$ cat src/rtl/oml_consts.vh
// constants for the operator menu and status led block
`ifndef OML_CONSTS_VH
`define OML_CONSTS_VH
// clock rate and times
`define OML_CLK_HZ        25000000
`define OML_TIMEOUT_MS    5000
`define OML_TICK_MS       250
// ticks of 250 ms per flash half period, and per menu timeout
`define OML_HALF_S_TICKS  1
`define OML_ONE_S_TICKS   2
`define OML_TWO_S_TICKS   4
`define OML_TIMEOUT_TICKS 20
// external reset held this many ticks means deactivate
`define OML_EXT_HOLD_TICKS 8
// menu positions, display letter codes
`define OML_POS_A 4'h0
`define OML_POS_B 4'h1
`define OML_POS_C 4'h2
`define OML_POS_E 4'h3
`define OML_POS_F 4'h4
`define OML_POS_O 4'h5
`define OML_POS_I 4'h6
`define OML_POS_T 4'h7
`define OML_POS_U 4'h8
`define OML_POS_V 4'h9
`define OML_POS_W 4'ha
`define OML_POS_X 4'hb
`define OML_POS_LAST 4'hb
// entry counts per position
`define OML_CNT_A 7'h01
`define OML_CNT_B 7'h02
`define OML_CNT_C 7'h03
`define OML_CNT_E 7'h63
`define OML_CNT_F 7'h03
`define OML_CNT_I 7'h04
`define OML_CNT_T 7'h05
`define OML_CNT_W 7'h10
`define OML_CNT_X 7'h03
// test entry indices
`define OML_TEST_ALARM    7'h01
`define OML_TEST_FAULT    7'h02
`define OML_TEST_PRESIG   7'h03
`define OML_TEST_ALARM2   7'h04
`endif

$ cat src/rtl/oml_tick.v
// divider making a 250 ms enable pulse from the clock
`timescale 1ns/100ps
`include "oml_consts.vh"
module oml_tick
#(
   parameter CLK_HZ  = `OML_CLK_HZ,
   parameter TICK_MS = `OML_TICK_MS
)
(
   input  wire clock,
   input  wire rst,
   output reg  tick_ff
);
   localparam integer DIV = (CLK_HZ / 1000) * TICK_MS;
   reg [22:0] cnt_ff;
   always @(posedge clock or posedge rst)
   begin
      if (rst)
      begin
         cnt_ff  <= 23'h000000;
         tick_ff <= 1'b0;
      end
      else if (cnt_ff == DIV[22:0] - 23'h000001)
      begin
         cnt_ff  <= 23'h000000;
         tick_ff <= 1'b1;
      end
      else
      begin
         cnt_ff  <= cnt_ff + 23'h000001;
         tick_ff <= 1'b0;
      end
   end
endmodule // oml_tick

$ cat src/rtl/oml_panel.v
// operator menu state machine, reset handling and status led encoder
`timescale 1ns/100ps
`include "oml_consts.vh"
module oml_panel
#(
   parameter CLK_HZ          = `OML_CLK_HZ,
   parameter TIMEOUT_TICKS   = `OML_TIMEOUT_TICKS,
   parameter EXT_HOLD_TICKS  = `OML_EXT_HOLD_TICKS
)
(
   input  wire       clock,
   input  wire       rst,
   input  wire       key_step,
   input  wire       key_ok,
   input  wire       key_reset,
   input  wire       ext_reset_in,
   input  wire       event_pending,
   input  wire       cause_active,
   input  wire       sensor_off_panel,
   input  wire       pipe_delay_run,
   input  wire       pipe_fault,
   input  wire       tacho_missing,
   input  wire       other_fault,
   input  wire       presig1,
   input  wire       presig2,
   input  wire       presig3,
   input  wire       alarm,
   input  wire       det_dusty,
   input  wire       sens_dirty,
   input  wire       sens_faulty,
   input  wire [7:0] event_group,
   input  wire [7:0] fw_major,
   input  wire [7:0] fw_minor,
   input  wire [7:0] fw_patch,
   input  wire [7:0] flow_pct,
   input  wire [7:0] time_year,
   input  wire [7:0] time_month,
   input  wire [7:0] time_day,
   input  wire [7:0] time_hour,
   input  wire [7:0] time_minute,
   output reg        menu_active_ff,
   output reg  [3:0] disp_pos_ff,
   output reg  [9:0] disp_value_ff,
   output reg        disp_dot_ff,
   output reg  [6:0] event_slot_ff,
   output reg        limit_set_ff,
   output reg  [3:0] limit_class_ff,
   output reg  [6:0] limit_entry_ff,
   output reg        modules_logoff_ff,
   output reg        initial_reset_ff,
   output reg  [2:0] test_req_ff,
   output reg        time_write_ff,
   output reg  [2:0] time_field_ff,
   output reg  [7:0] time_value_ff,
   output reg        event_clear_ff,
   output reg        panel_reset_ff,
   output reg        device_inactive_ff,
   output reg        fan_run_ff,
   output reg        led_green_ff,
   output reg        led_red_ff,
   output reg        led_fault_ff,
   output reg        led_contam_ff
);
   // ==========================================
   // menu states
   localparam ST_IDLE  = 2'h0;
   localparam ST_POS   = 2'h1;
   localparam ST_ENTRY = 2'h2;
   localparam ST_EDIT  = 2'h3;
   reg  [1:0] state_ff;
   reg  [1:0] nxt_state;
   reg  [4:0] idle_cnt_ff;
   reg  [3:0] flash_ff;
   reg  [3:0] ext_cnt_ff;
   reg        ext_prev_ff;
   reg  [7:0] edit_ff;
   reg  [6:0] nxt_slot;
   reg  [7:0] nxt_edit;
   wire       tick;
   oml_tick #(.CLK_HZ(CLK_HZ), .TICK_MS(`OML_TICK_MS)) u_tick
   (
      .clock   (clock),
      .rst     (rst),
      .tick_ff (tick)
   );
   // entries per position
   function [6:0] pos_count;
      input [3:0] p;
      begin
         if (p == `OML_POS_A) pos_count = `OML_CNT_A;
         else if (p == `OML_POS_B) pos_count = `OML_CNT_B;
         else if (p == `OML_POS_C) pos_count = `OML_CNT_C;
         else if (p == `OML_POS_E) pos_count = `OML_CNT_E;
         else if (p == `OML_POS_F) pos_count = `OML_CNT_F;
         else if (p == `OML_POS_I) pos_count = `OML_CNT_I;
         else if (p == `OML_POS_T) pos_count = `OML_CNT_T;
         else if (p == `OML_POS_W) pos_count = `OML_CNT_W;
         else if (p == `OML_POS_X) pos_count = `OML_CNT_X;
         else pos_count = 7'h01;
      end
   endfunction
   // query positions take no settings
   function is_query;
      input [3:0] p;
      begin
         is_query = (p == `OML_POS_E) || (p == `OML_POS_F) || (p == `OML_POS_V);
      end
   endfunction
   // upper limit for a time field
   function [7:0] time_max;
      input [2:0] f;
      begin
         case (f)
            3'h0:    time_max = 8'd99;
            3'h1:    time_max = 8'd12;
            3'h2:    time_max = 8'd31;
            3'h3:    time_max = 8'd23;
            default: time_max = 8'd59;
         endcase
      end
   endfunction
   function [7:0] time_min;
      input [2:0] f;
      begin
         case (f)
            3'h0:    time_min = 8'd10;
            3'h1:    time_min = 8'd1;
            3'h2:    time_min = 8'd1;
            default: time_min = 8'd0;
         endcase
      end
   endfunction
   wire [2:0] tfield   = event_slot_ff[2:0] - 3'h1;
   wire [7:0] time_now = (tfield == 3'h0) ? time_year :
                         (tfield == 3'h1) ? time_month :
                         (tfield == 3'h2) ? time_day :
                         (tfield == 3'h3) ? time_hour : time_minute;
   wire       timeout  = (idle_cnt_ff == TIMEOUT_TICKS[4:0]);
   wire       any_key  = key_step | key_ok;
   // ==========================================
   // menu state machine
   always @*
   begin
      nxt_state = state_ff;
      nxt_slot  = event_slot_ff;
      nxt_edit  = edit_ff;
      case (state_ff)
         ST_IDLE:
            if (any_key)
               nxt_state = ST_POS;
         ST_POS:
            if (key_ok)
            begin
               nxt_state = ST_ENTRY;
               nxt_slot  = 7'h01;
            end
         ST_ENTRY:
            if (key_step)
               nxt_slot = (event_slot_ff >= pos_count(disp_pos_ff)) ? 7'h01 : event_slot_ff + 7'h01;
            else if (key_ok && disp_pos_ff == `OML_POS_T)
            begin
               nxt_state = ST_EDIT;
               nxt_edit  = time_now;
            end
            else if (key_ok)
               nxt_state = ST_IDLE;
         default:
            if (key_step)
               nxt_edit = (edit_ff >= time_max(tfield)) ? time_min(tfield) : edit_ff + 8'h01;
            else if (key_ok)
               nxt_state = ST_IDLE;
      endcase
      if (timeout)
         nxt_state = ST_IDLE;
   end
   always @(posedge clock or posedge rst)
   begin
      if (rst)
      begin
         state_ff          <= ST_IDLE;
         idle_cnt_ff       <= 5'h00;
         disp_pos_ff       <= `OML_POS_A;
         event_slot_ff     <= 7'h01;
         edit_ff           <= 8'h00;
         limit_set_ff      <= 1'b0;
         limit_class_ff    <= 4'h0;
         limit_entry_ff    <= 7'h00;
         modules_logoff_ff <= 1'b0;
         initial_reset_ff  <= 1'b0;
         test_req_ff       <= 3'h0;
         time_write_ff     <= 1'b0;
         time_field_ff     <= 3'h0;
         time_value_ff     <= 8'h00;
      end
      else
      begin
         state_ff          <= nxt_state;
         event_slot_ff     <= nxt_slot;
         edit_ff           <= nxt_edit;
         limit_set_ff      <= 1'b0;
         modules_logoff_ff <= 1'b0;
         initial_reset_ff  <= 1'b0;
         time_write_ff     <= 1'b0;
         if (state_ff == ST_IDLE || any_key)
            idle_cnt_ff <= 5'h00;
         else if (tick && !timeout)
            idle_cnt_ff <= idle_cnt_ff + 5'h01;
         if (state_ff == ST_IDLE || (state_ff == ST_POS && key_step))
            disp_pos_ff <= (state_ff == ST_IDLE || disp_pos_ff == `OML_POS_LAST) ? `OML_POS_A : disp_pos_ff + 4'h1;
         if (event_clear_ff)
            test_req_ff <= 3'h0;
         if (state_ff == ST_ENTRY && key_ok && !is_query(disp_pos_ff) && !timeout)
         begin
            if (disp_pos_ff == `OML_POS_O)
               modules_logoff_ff <= 1'b1;
            else if (disp_pos_ff == `OML_POS_U)
               initial_reset_ff <= 1'b1;
            else if (disp_pos_ff == `OML_POS_I)
               test_req_ff <= event_slot_ff[2:0];
            else if (disp_pos_ff != `OML_POS_T)
            begin
               limit_set_ff   <= 1'b1;
               limit_class_ff <= disp_pos_ff;
               limit_entry_ff <= event_slot_ff;
            end
         end
         if (state_ff == ST_EDIT && key_ok && !timeout)
         begin
            time_write_ff <= 1'b1;
            time_field_ff <= tfield;
            time_value_ff <= edit_ff;
         end
      end
   end
   // ==========================================
   // display
   always @(posedge clock or posedge rst)
   begin
      if (rst)
      begin
         menu_active_ff <= 1'b0;
         disp_value_ff  <= 10'h000;
         disp_dot_ff    <= 1'b0;
      end
      else
      begin
         menu_active_ff <= (state_ff != ST_IDLE);
         disp_dot_ff    <= (state_ff == ST_IDLE) & flash_ff[0];
         if (state_ff == ST_EDIT)
            disp_value_ff <= {2'h0, edit_ff};
         else if (state_ff != ST_ENTRY)
            disp_value_ff <= 10'h000;
         else if (disp_pos_ff == `OML_POS_E)
            disp_value_ff <= {event_slot_ff[1:0], event_group};
         else if (disp_pos_ff == `OML_POS_F)
            disp_value_ff <= {2'h0, (event_slot_ff == 7'h01) ? fw_major :
                                   (event_slot_ff == 7'h02) ? fw_minor : fw_patch};
         else if (disp_pos_ff == `OML_POS_V)
            disp_value_ff <= {2'h0, flow_pct};
         else if (disp_pos_ff == `OML_POS_T)
            disp_value_ff <= {2'h0, time_now};
         else
            disp_value_ff <= {3'h0, event_slot_ff};
      end
   end
   // ==========================================
   // reset handling
   wire ext_pulse_end = ext_prev_ff && !ext_reset_in && (ext_cnt_ff < EXT_HOLD_TICKS[3:0]);
   always @(posedge clock or posedge rst)
   begin
      if (rst)
      begin
         ext_prev_ff        <= 1'b0;
         ext_cnt_ff         <= 4'h0;
         device_inactive_ff <= 1'b0;
         event_clear_ff     <= 1'b0;
         panel_reset_ff     <= 1'b0;
         fan_run_ff         <= 1'b0;
      end
      else
      begin
         ext_prev_ff <= ext_reset_in;
         fan_run_ff  <= 1'b1;
         if (!ext_reset_in)
            ext_cnt_ff <= 4'h0;
         else if (tick && ext_cnt_ff != EXT_HOLD_TICKS[3:0])
            ext_cnt_ff <= ext_cnt_ff + 4'h1;
         device_inactive_ff <= ext_reset_in && (ext_cnt_ff == EXT_HOLD_TICKS[3:0]);
         event_clear_ff <= (key_reset || ext_pulse_end) && event_pending && !cause_active;
         panel_reset_ff <= 1'b0;
      end
   end
   // ==========================================
   // status leds, shared phase counter
   always @(posedge clock or posedge rst)
   begin
      if (rst)
         flash_ff <= 4'h0;
      else if (tick)
         flash_ff <= flash_ff + 4'h1;
   end
   always @(posedge clock or posedge rst)
   begin
      if (rst)
      begin
         led_green_ff  <= 1'b0;
         led_red_ff    <= 1'b0;
         led_fault_ff  <= 1'b0;
         led_contam_ff <= 1'b0;
      end
      else
      begin
         led_green_ff <= 1'b1;
         if (alarm)
            led_red_ff <= 1'b1;
         else if (presig3)
            led_red_ff <= flash_ff[0];
         else if (presig2)
            led_red_ff <= flash_ff[1];
         else if (presig1)
            led_red_ff <= flash_ff[2];
         else
            led_red_ff <= 1'b0;
         if (pipe_fault || tacho_missing || other_fault)
            led_fault_ff <= 1'b1;
         else if (device_inactive_ff || sensor_off_panel)
            led_fault_ff <= flash_ff[0];
         else if (pipe_delay_run)
            led_fault_ff <= flash_ff[1];
         else
            led_fault_ff <= 1'b0;
         if (sens_faulty)
            led_contam_ff <= 1'b1;
         else if (sens_dirty)
            led_contam_ff <= flash_ff[0];
         else if (det_dusty)
            led_contam_ff <= flash_ff[1];
         else
            led_contam_ff <= 1'b0;
      end
   end
endmodule // oml_panel

$ cat config.mk
export PLATFORM = sky130hd
export DESIGN_NAME = oml_panel
export DESIGN_NICKNAME = d
export VERILOG_FILES = /design/src/rtl/oml_tick.v /design/src/rtl/oml_panel.v
export VERILOG_INCLUDE_DIRS = /design/src /design/src/rtl
export SDC_FILE = /design/constraint.sdc
export NUM_CORES = 1
export LEC_CHECK = 0
export ABC_AREA = 1
export BUFFER_PORTS_ARGS = -buffer_cell sky130_fd_sc_hd__buf_2
export CORE_ASPECT_RATIO = 2
export CORE_MARGIN = 1.5
export CORE_UTILIZATION = 45
export CTS_CLUSTER_SIZE = 25
export DETAILED_ROUTE_END_ITERATION = 7
export PLACE_DENSITY = 0.67
export SLEW_MARGIN = 20
export SYNTH_ARGS = -nofsm -noshare
export SYNTH_HDL_FRONTEND = slang
export SYNTH_SLANG_ARGS = --single-unit
export TNS_END_PERCENT = 10
$ cat constraint.sdc
create_clock -name clock -period 3.58 [get_ports clock]
set_clock_uncertainty 0.1 [all_clocks]
set_input_delay 0.358 -clock clock [delete_from_list [all_inputs] [get_ports clock]]
set_output_delay 0.358 -clock clock [all_outputs]
set_load 0.005 [all_outputs]
# After elaboration in Yosys (flattened, before gate mapping)
# Index checks and enable logic that the tools add are counted.
# W data, S select, Z words.
dict set report word_totals {
  word_cells 197
  out_inout_bits 60
  regBits 106
  in_bits 100
}
dict set report op_classes {
  n_bitwise 6
  n_reduce_logical 41
  add_sub_neg 8
  n_mux 77
  magnitude_cmp 3
  eq_ne 34
}
# op count
set ops {}
lappend ops {{$mux W8} 15}
lappend ops {{$mux W7} 9}
lappend ops {{$mux W10} 3}
lappend ops {{$mux W5} 6}
lappend ops {{$pmux W7 S4} 1}
lappend ops {{$add A23 B1 Y23 const B} 1}
lappend ops {{$eq A23 B23 Y1 const B} 1}
lappend ops {{$mux W23} 1}
lappend ops {{$mux W1} 22}
lappend ops {{$eq A4 B4 Y1 const B} 5}
lappend ops {{$eq A4 B3 Y1 const B} 4}
lappend ops {{$mux W2} 8}
lappend ops {{$pmux W8 S2} 1}
lappend ops {{$mux W3} 5}
lappend ops {{$logic_and A1 B1 Y1} 14}
lappend ops {{$pmux W7 S2} 1}
lappend ops {{$add A4 B1 Y4 const B} 3}
lappend ops {{$mux W4} 3}
lappend ops {{$ne A2 B2 Y1 const B} 5}
lappend ops {{$logic_or A1 B1 Y1} 9}
lappend ops {{$ne A3 B3 Y1 const B} 3}
lappend ops {{$add A8 B1 Y8 const B} 1}
lappend ops {{$eq A4 B2 Y1 const B} 2}
lappend ops {{$ge A8 B8 Y1} 1}
lappend ops {{other kinds (32)} 45}

# Depth between registers and ports, before layout
dict set report depth {
  ltp_word 16
  ltp_mapped 21
  depth_no_buf 20
}

# By module
# Synthesis repeated with hierarchy kept, for this count alone.
dict set report unflattened {
  cells_unflattened 938
  area_unflattened_um2 6847.8
}
# module cells_per_inst area_each_um2 instances seq_area_each_um2
set modules_own_cells {}
lappend modules_own_cells {oml_panel 727 5365.1 1 2028.2}
lappend modules_own_cells {oml_tick 211 1482.7 1 600.6}

# Worst setup path before layout
# No wires, ideal clock.
dict set report synth_path {
  kind {register -> register}
  start {register event_slot_ff[0]}
  end {register edit_ff[0]}
  required_ns 3.360
  setup_ns 0.120
  stages_incl_launch_ff 21
  slack_ns 0.655
  path_buffers 1
  synth_period_minus_slack_ns 2.925
  arrival_ns 2.705
  cell_sequence {dfstp_2 -> inv_1 -> ha_1 -> inv_1 -> nand2_1 -> nand2_2 -> nand2_1 -> buf_2 -> nand2_1 -> nor2_1 -> nand2_1 -> inv_1 -> ha_1 -> a21oi_1 -> o21ai_0 -> nand2_1 -> nand3_1 -> nand3_1 -> o21ai_0 -> o21ai_1 -> nand2_1}
}
dict set report synth_via {
  elab_chain_len 9
  word_cells_on_any_way 20
  classes_between {add/sub: 1; order compare: 1; eq/ne: 3; mux: 13; reduce/logical: 2}
}
# element line_no
set synth_lines {}
lappend synth_lines {{start: declaration} oml_panel.v:45} ;# output reg [6:0] event_slot_ff,
lappend synth_lines {{start signal: assignment} oml_panel.v:198} ;# event_slot_ff <= nxt_slot;
lappend synth_lines {{$sub A3 B1 Y3 (*)} oml_panel.v:133} ;# wire [2:0] tfield = event_slot_ff[2:0] - 3'h1;
lappend synth_lines {{named net tfield[0]} oml_panel.v:133}
lappend synth_lines {{$eq A3 B2 Y1 (tied with other cells)} {oml_panel.v:113, oml_panel.v:137}}
lappend synth_lines {{$pmux W7 S4 or $mux W8 (tied branches)} {oml_panel.v:113, oml_panel.v:137}}
lappend synth_lines {{$mux W8, on equally long branches} {oml_panel.v:168, oml_panel.v:136}}
lappend synth_lines {{$mux W8, on equally long branches} {oml_panel.v:147, oml_panel.v:135}}
lappend synth_lines {{$ge A8 B8 Y1 or $mux W8 (tied branches)} {oml_panel.v:169, oml_panel.v:134}}
lappend synth_lines {{$mux W8, on equally long branches} {oml_panel.v:169, oml_panel.v:160}}
lappend synth_lines {{$mux W8, on equally long branches} {oml_panel.v:168, oml_panel.v:158}}
lappend synth_lines {{$pmux W8 S2 (*)} oml_panel.v:147} ;# case (state_ff)
lappend synth_lines {{end signal: assignment} oml_panel.v:199} ;# edit_ff <= nxt_edit;
lappend synth_lines {{end: declaration} oml_panel.v:76} ;# reg [7:0] edit_ff;
# The timed path passes the listed nets; every way through them passes the cells marked *. The select of a mux whose other input is x is not followed.
# A chain may end at the register's enable or synchronous reset.

# Worst setup path after layout
dict set report layout_path {
  start {register event_slot_ff[0]}
  end {register edit_ff[1]}
}
# The elaborated chain is that of the path after synthesis.

==> reports/qor.csv <==
metric;value;unit
Setup WS pre-CTS;0.306;ns
number of top-level pins;160;
P per Cell Area;666;nW/um2
crit start category;flop;
largest net degree at the start of global routing;60;
worst reg2reg path depth;18;
global-route wire length before repair;30400;um
post-DR vias/cell;5.11;
CTS Buf Count;9;
worst reg2reg endpoint;edit_ff[1];
predominant post-synthesis flop cell;dfrtp_1;
Synth cell types;49;
Peak supply drop;0.278;mV
most frequent cells in the layout;nand2_1, buf_2, inv_1;
setup TNS;0;ns
Final Hold Fails;0;
result of the run;completed;
Core ar.;14000;um2
area leader, netlist;dfrtp_1;
r2r setup slk;0.37;ns
Crit path required time;3.70;ns
Reg2Reg Launch Point;event_slot_ff[0];
fmax;0.312;GHz
RSZ-0062 raised after global routing;no;
min cycle time layout;3.21;ns
PortBufs;158;
commonest non-fill, non-tap cell in the layout;nand2_1;
vias post-DR;6219;
register area share after synthesis;0.405;
Die Area;15200;um2
Clock Tree Buf Depth;2;
vias in the first global route;6190;
Yosys top cell area share;0.401;
initial antenna violation count;1;
Final Setup Violations;0;
Mapped Nets;995;
Routed WL;19200;um
Crit Path Class;flop to flop;
synthesized area;6490;um2
Post-synth ARST share;1.00;
HPWL Detailed;15200;um
fin util;0.558;
placed insts;1199;
MaxCap Viol Count;0;
number of DRC markers in iteration 0;285;
clock latency reported for the late side of the worst-skew pair;0.35;ns
Post-synth EDFFs;0;
Synth area leaders;dfrtp_1, nand2_1, inv_1;
Clk Tree Root Cell;clkbuf_16;
routed len/inst;15.8;um
post-cts hold buffer count;0;
Die W;87.9;um
number of core rows;61;
register bit count reported by yosys;105;
nets@finish;1151;
layout cell share with drive strength beyond 1;0.221;
Non-Filler Instances;1216;
Area Growth Syn to Fin;20.0;%
Final period util;0.895;
Ys Warns;0;
clock slew at reported path FFs;0.07;ns
H-tree depth;3;
leakage;4.18;nW
Syn Area/Cell;7.50;um2
CP Data Arrival Time;3.32;ns
crit-path max FO;9;
Die Y;173;um
Hold WC Path Type;primary input to asynchronous set/reset pin;
Design Power;5.19;mW
GR Overflow Total;0;
antenna-violating nets left;0;
Max Slew Vio Count;0;
TritonCTS clock tree;done;
CTS sink cnt;105;
Critical Path Sink Type;flop;
slew at the pin with the worst max-slew slack;0.756;ns
drt drc;0;
Slew headroom;0.496;
gpl congestion;0.920;
Post-Syn Instances;865;
drt first pass iters;5;
Initial Util;0.465;
Global Route Usage Sum;0.261;
final worst setup slack;0.375;ns
stage by stage:
step	area [um2]	hold slack, ns
detailed placement	7470	0.352
global placement	7470	0.346
floorplan	6490	0.289
finish	7790	0.0471
global route	7790	0.0514
CTS	7780	0.0391
routing by layer:
| layer | track usage | vias to the layer above | share of wire |
|---|---|---|---|
| met4 | 0.171 | 0 | 0.065 |
| met5 | 0 | - | 0 |
| met2 | 0.475 | 208 | 0.54 |
| li1 | - | 3123 | - |
| met3 | 0.0482 | 68 | 0.047 |
| met1 | 0.258 | 2820 | 0.34 |
cells by family (layout without fill, tap and decap cells):
family / Yosys count / after routing / share of synthesized area
buffers and inverters: 144 / 305 / 0.0897
DFF: 105 / 105 / 0.405
other: 2 / 3 / 0.00116
AOI/OAI and AO/OA: 158 / 158 / 0.137
xor gates and xnor gates: 25 / 25 / 0.0337
adders and majority gates: 30 / 30 / 0.0578
and+or+nand+nor: 401 / 401 / 0.275
registers in the layout, summed over array words and instances (netlist names), 5 cells and up:
| signal | flops |
|---|---|
| idle_cnt_ff | 5 |
| event_slot_ff | 7 |
| edit_ff | 8 |
| u_tick.cnt_ff | 23 |
| disp_value_ff | 10 |
| time_value_ff | 8 |
| limit_entry_ff | 7 |
what timing repair did:
| action | in CTS | in global routing |
|---|---|---|
| buffers inserted | 0 | 0 |
| setup endpoints to repair | 0 | 4 |
| resized for setup | 0 | 2 |
| hold endpoints to repair | 0 | 0 |
power breakdown:
group,internal (mW),total (mW),leakage [nW],switching (mW)
registers,1.44,1.70,1.39,0.260
clock network,0.570,1.04,0.146,0.468
logic,0.885,2.45,2.65,1.57
worst max-delay path by stage:
stage                           from            endpoint  slack [ns]
floorplan                        rst  device_inactive_ff        0.36
global placement    event_slot_ff[0]          edit_ff[1]        0.41
detailed placement  event_slot_ff[0]          edit_ff[0]        0.31
CTS                 event_slot_ff[0]          edit_ff[1]        0.28
global route        event_slot_ff[0]          edit_ff[0]        0.09
finish              event_slot_ff[0]          edit_ff[1]        0.37
cell type report:
type,instances,area (um2)
inverter,124,470
antenna,1,2.50
clock buffer,10,239
multi-input combinational,616,3280
timing repair buffer,165,856
tap,189,236
sequential,105,2630
fill,1370,6180
clock inverter,6,71.3
cells in the mapped netlist, types with 2 or more instances:
library cell,number
or2_1,2
nor3_1,17
o21ai_2,11
a31oi_1,3
buf_2,6
ha_1,30
xor2_1,21
nand2_1,209
nand4_1,14
buf_4,2
conb_1,2
o22ai_1,7
a21oi_1,44
o21a_1,2
inv_2,5
nand2_2,5
or2_2,12
o211ai_1,3
nor4_1,6
o21ai_0,77
o21ai_1,2
inv_1,118
clkbuf_1,8
dfrtp_1,104
nand3_1,72
nor2_1,52
a21oi_2,2
xnor2_1,4
buf_6,3
nor3b_1,2
a32o_1,2
critical path, cell delays in order (launching register included):
cell and delay (ns):
dfstp_2 0.61, inv_1 0.18, ha_1 0.28, inv_1 0.07, nand2_1 0.06, nand2_2 0.10, o21ai_0 0.17, nor2_1 0.23
nand2_1 0.10, inv_1 0.07, ha_1 0.23, a21oi_1 0.14, o21ai_0 0.08, nand2_1 0.10, nand3_2 0.17, nand2_1 0.13
nand3_1 0.08, nand2_1 0.09, o21ai_1 0.06
Power figures use the tool's default switching activity.
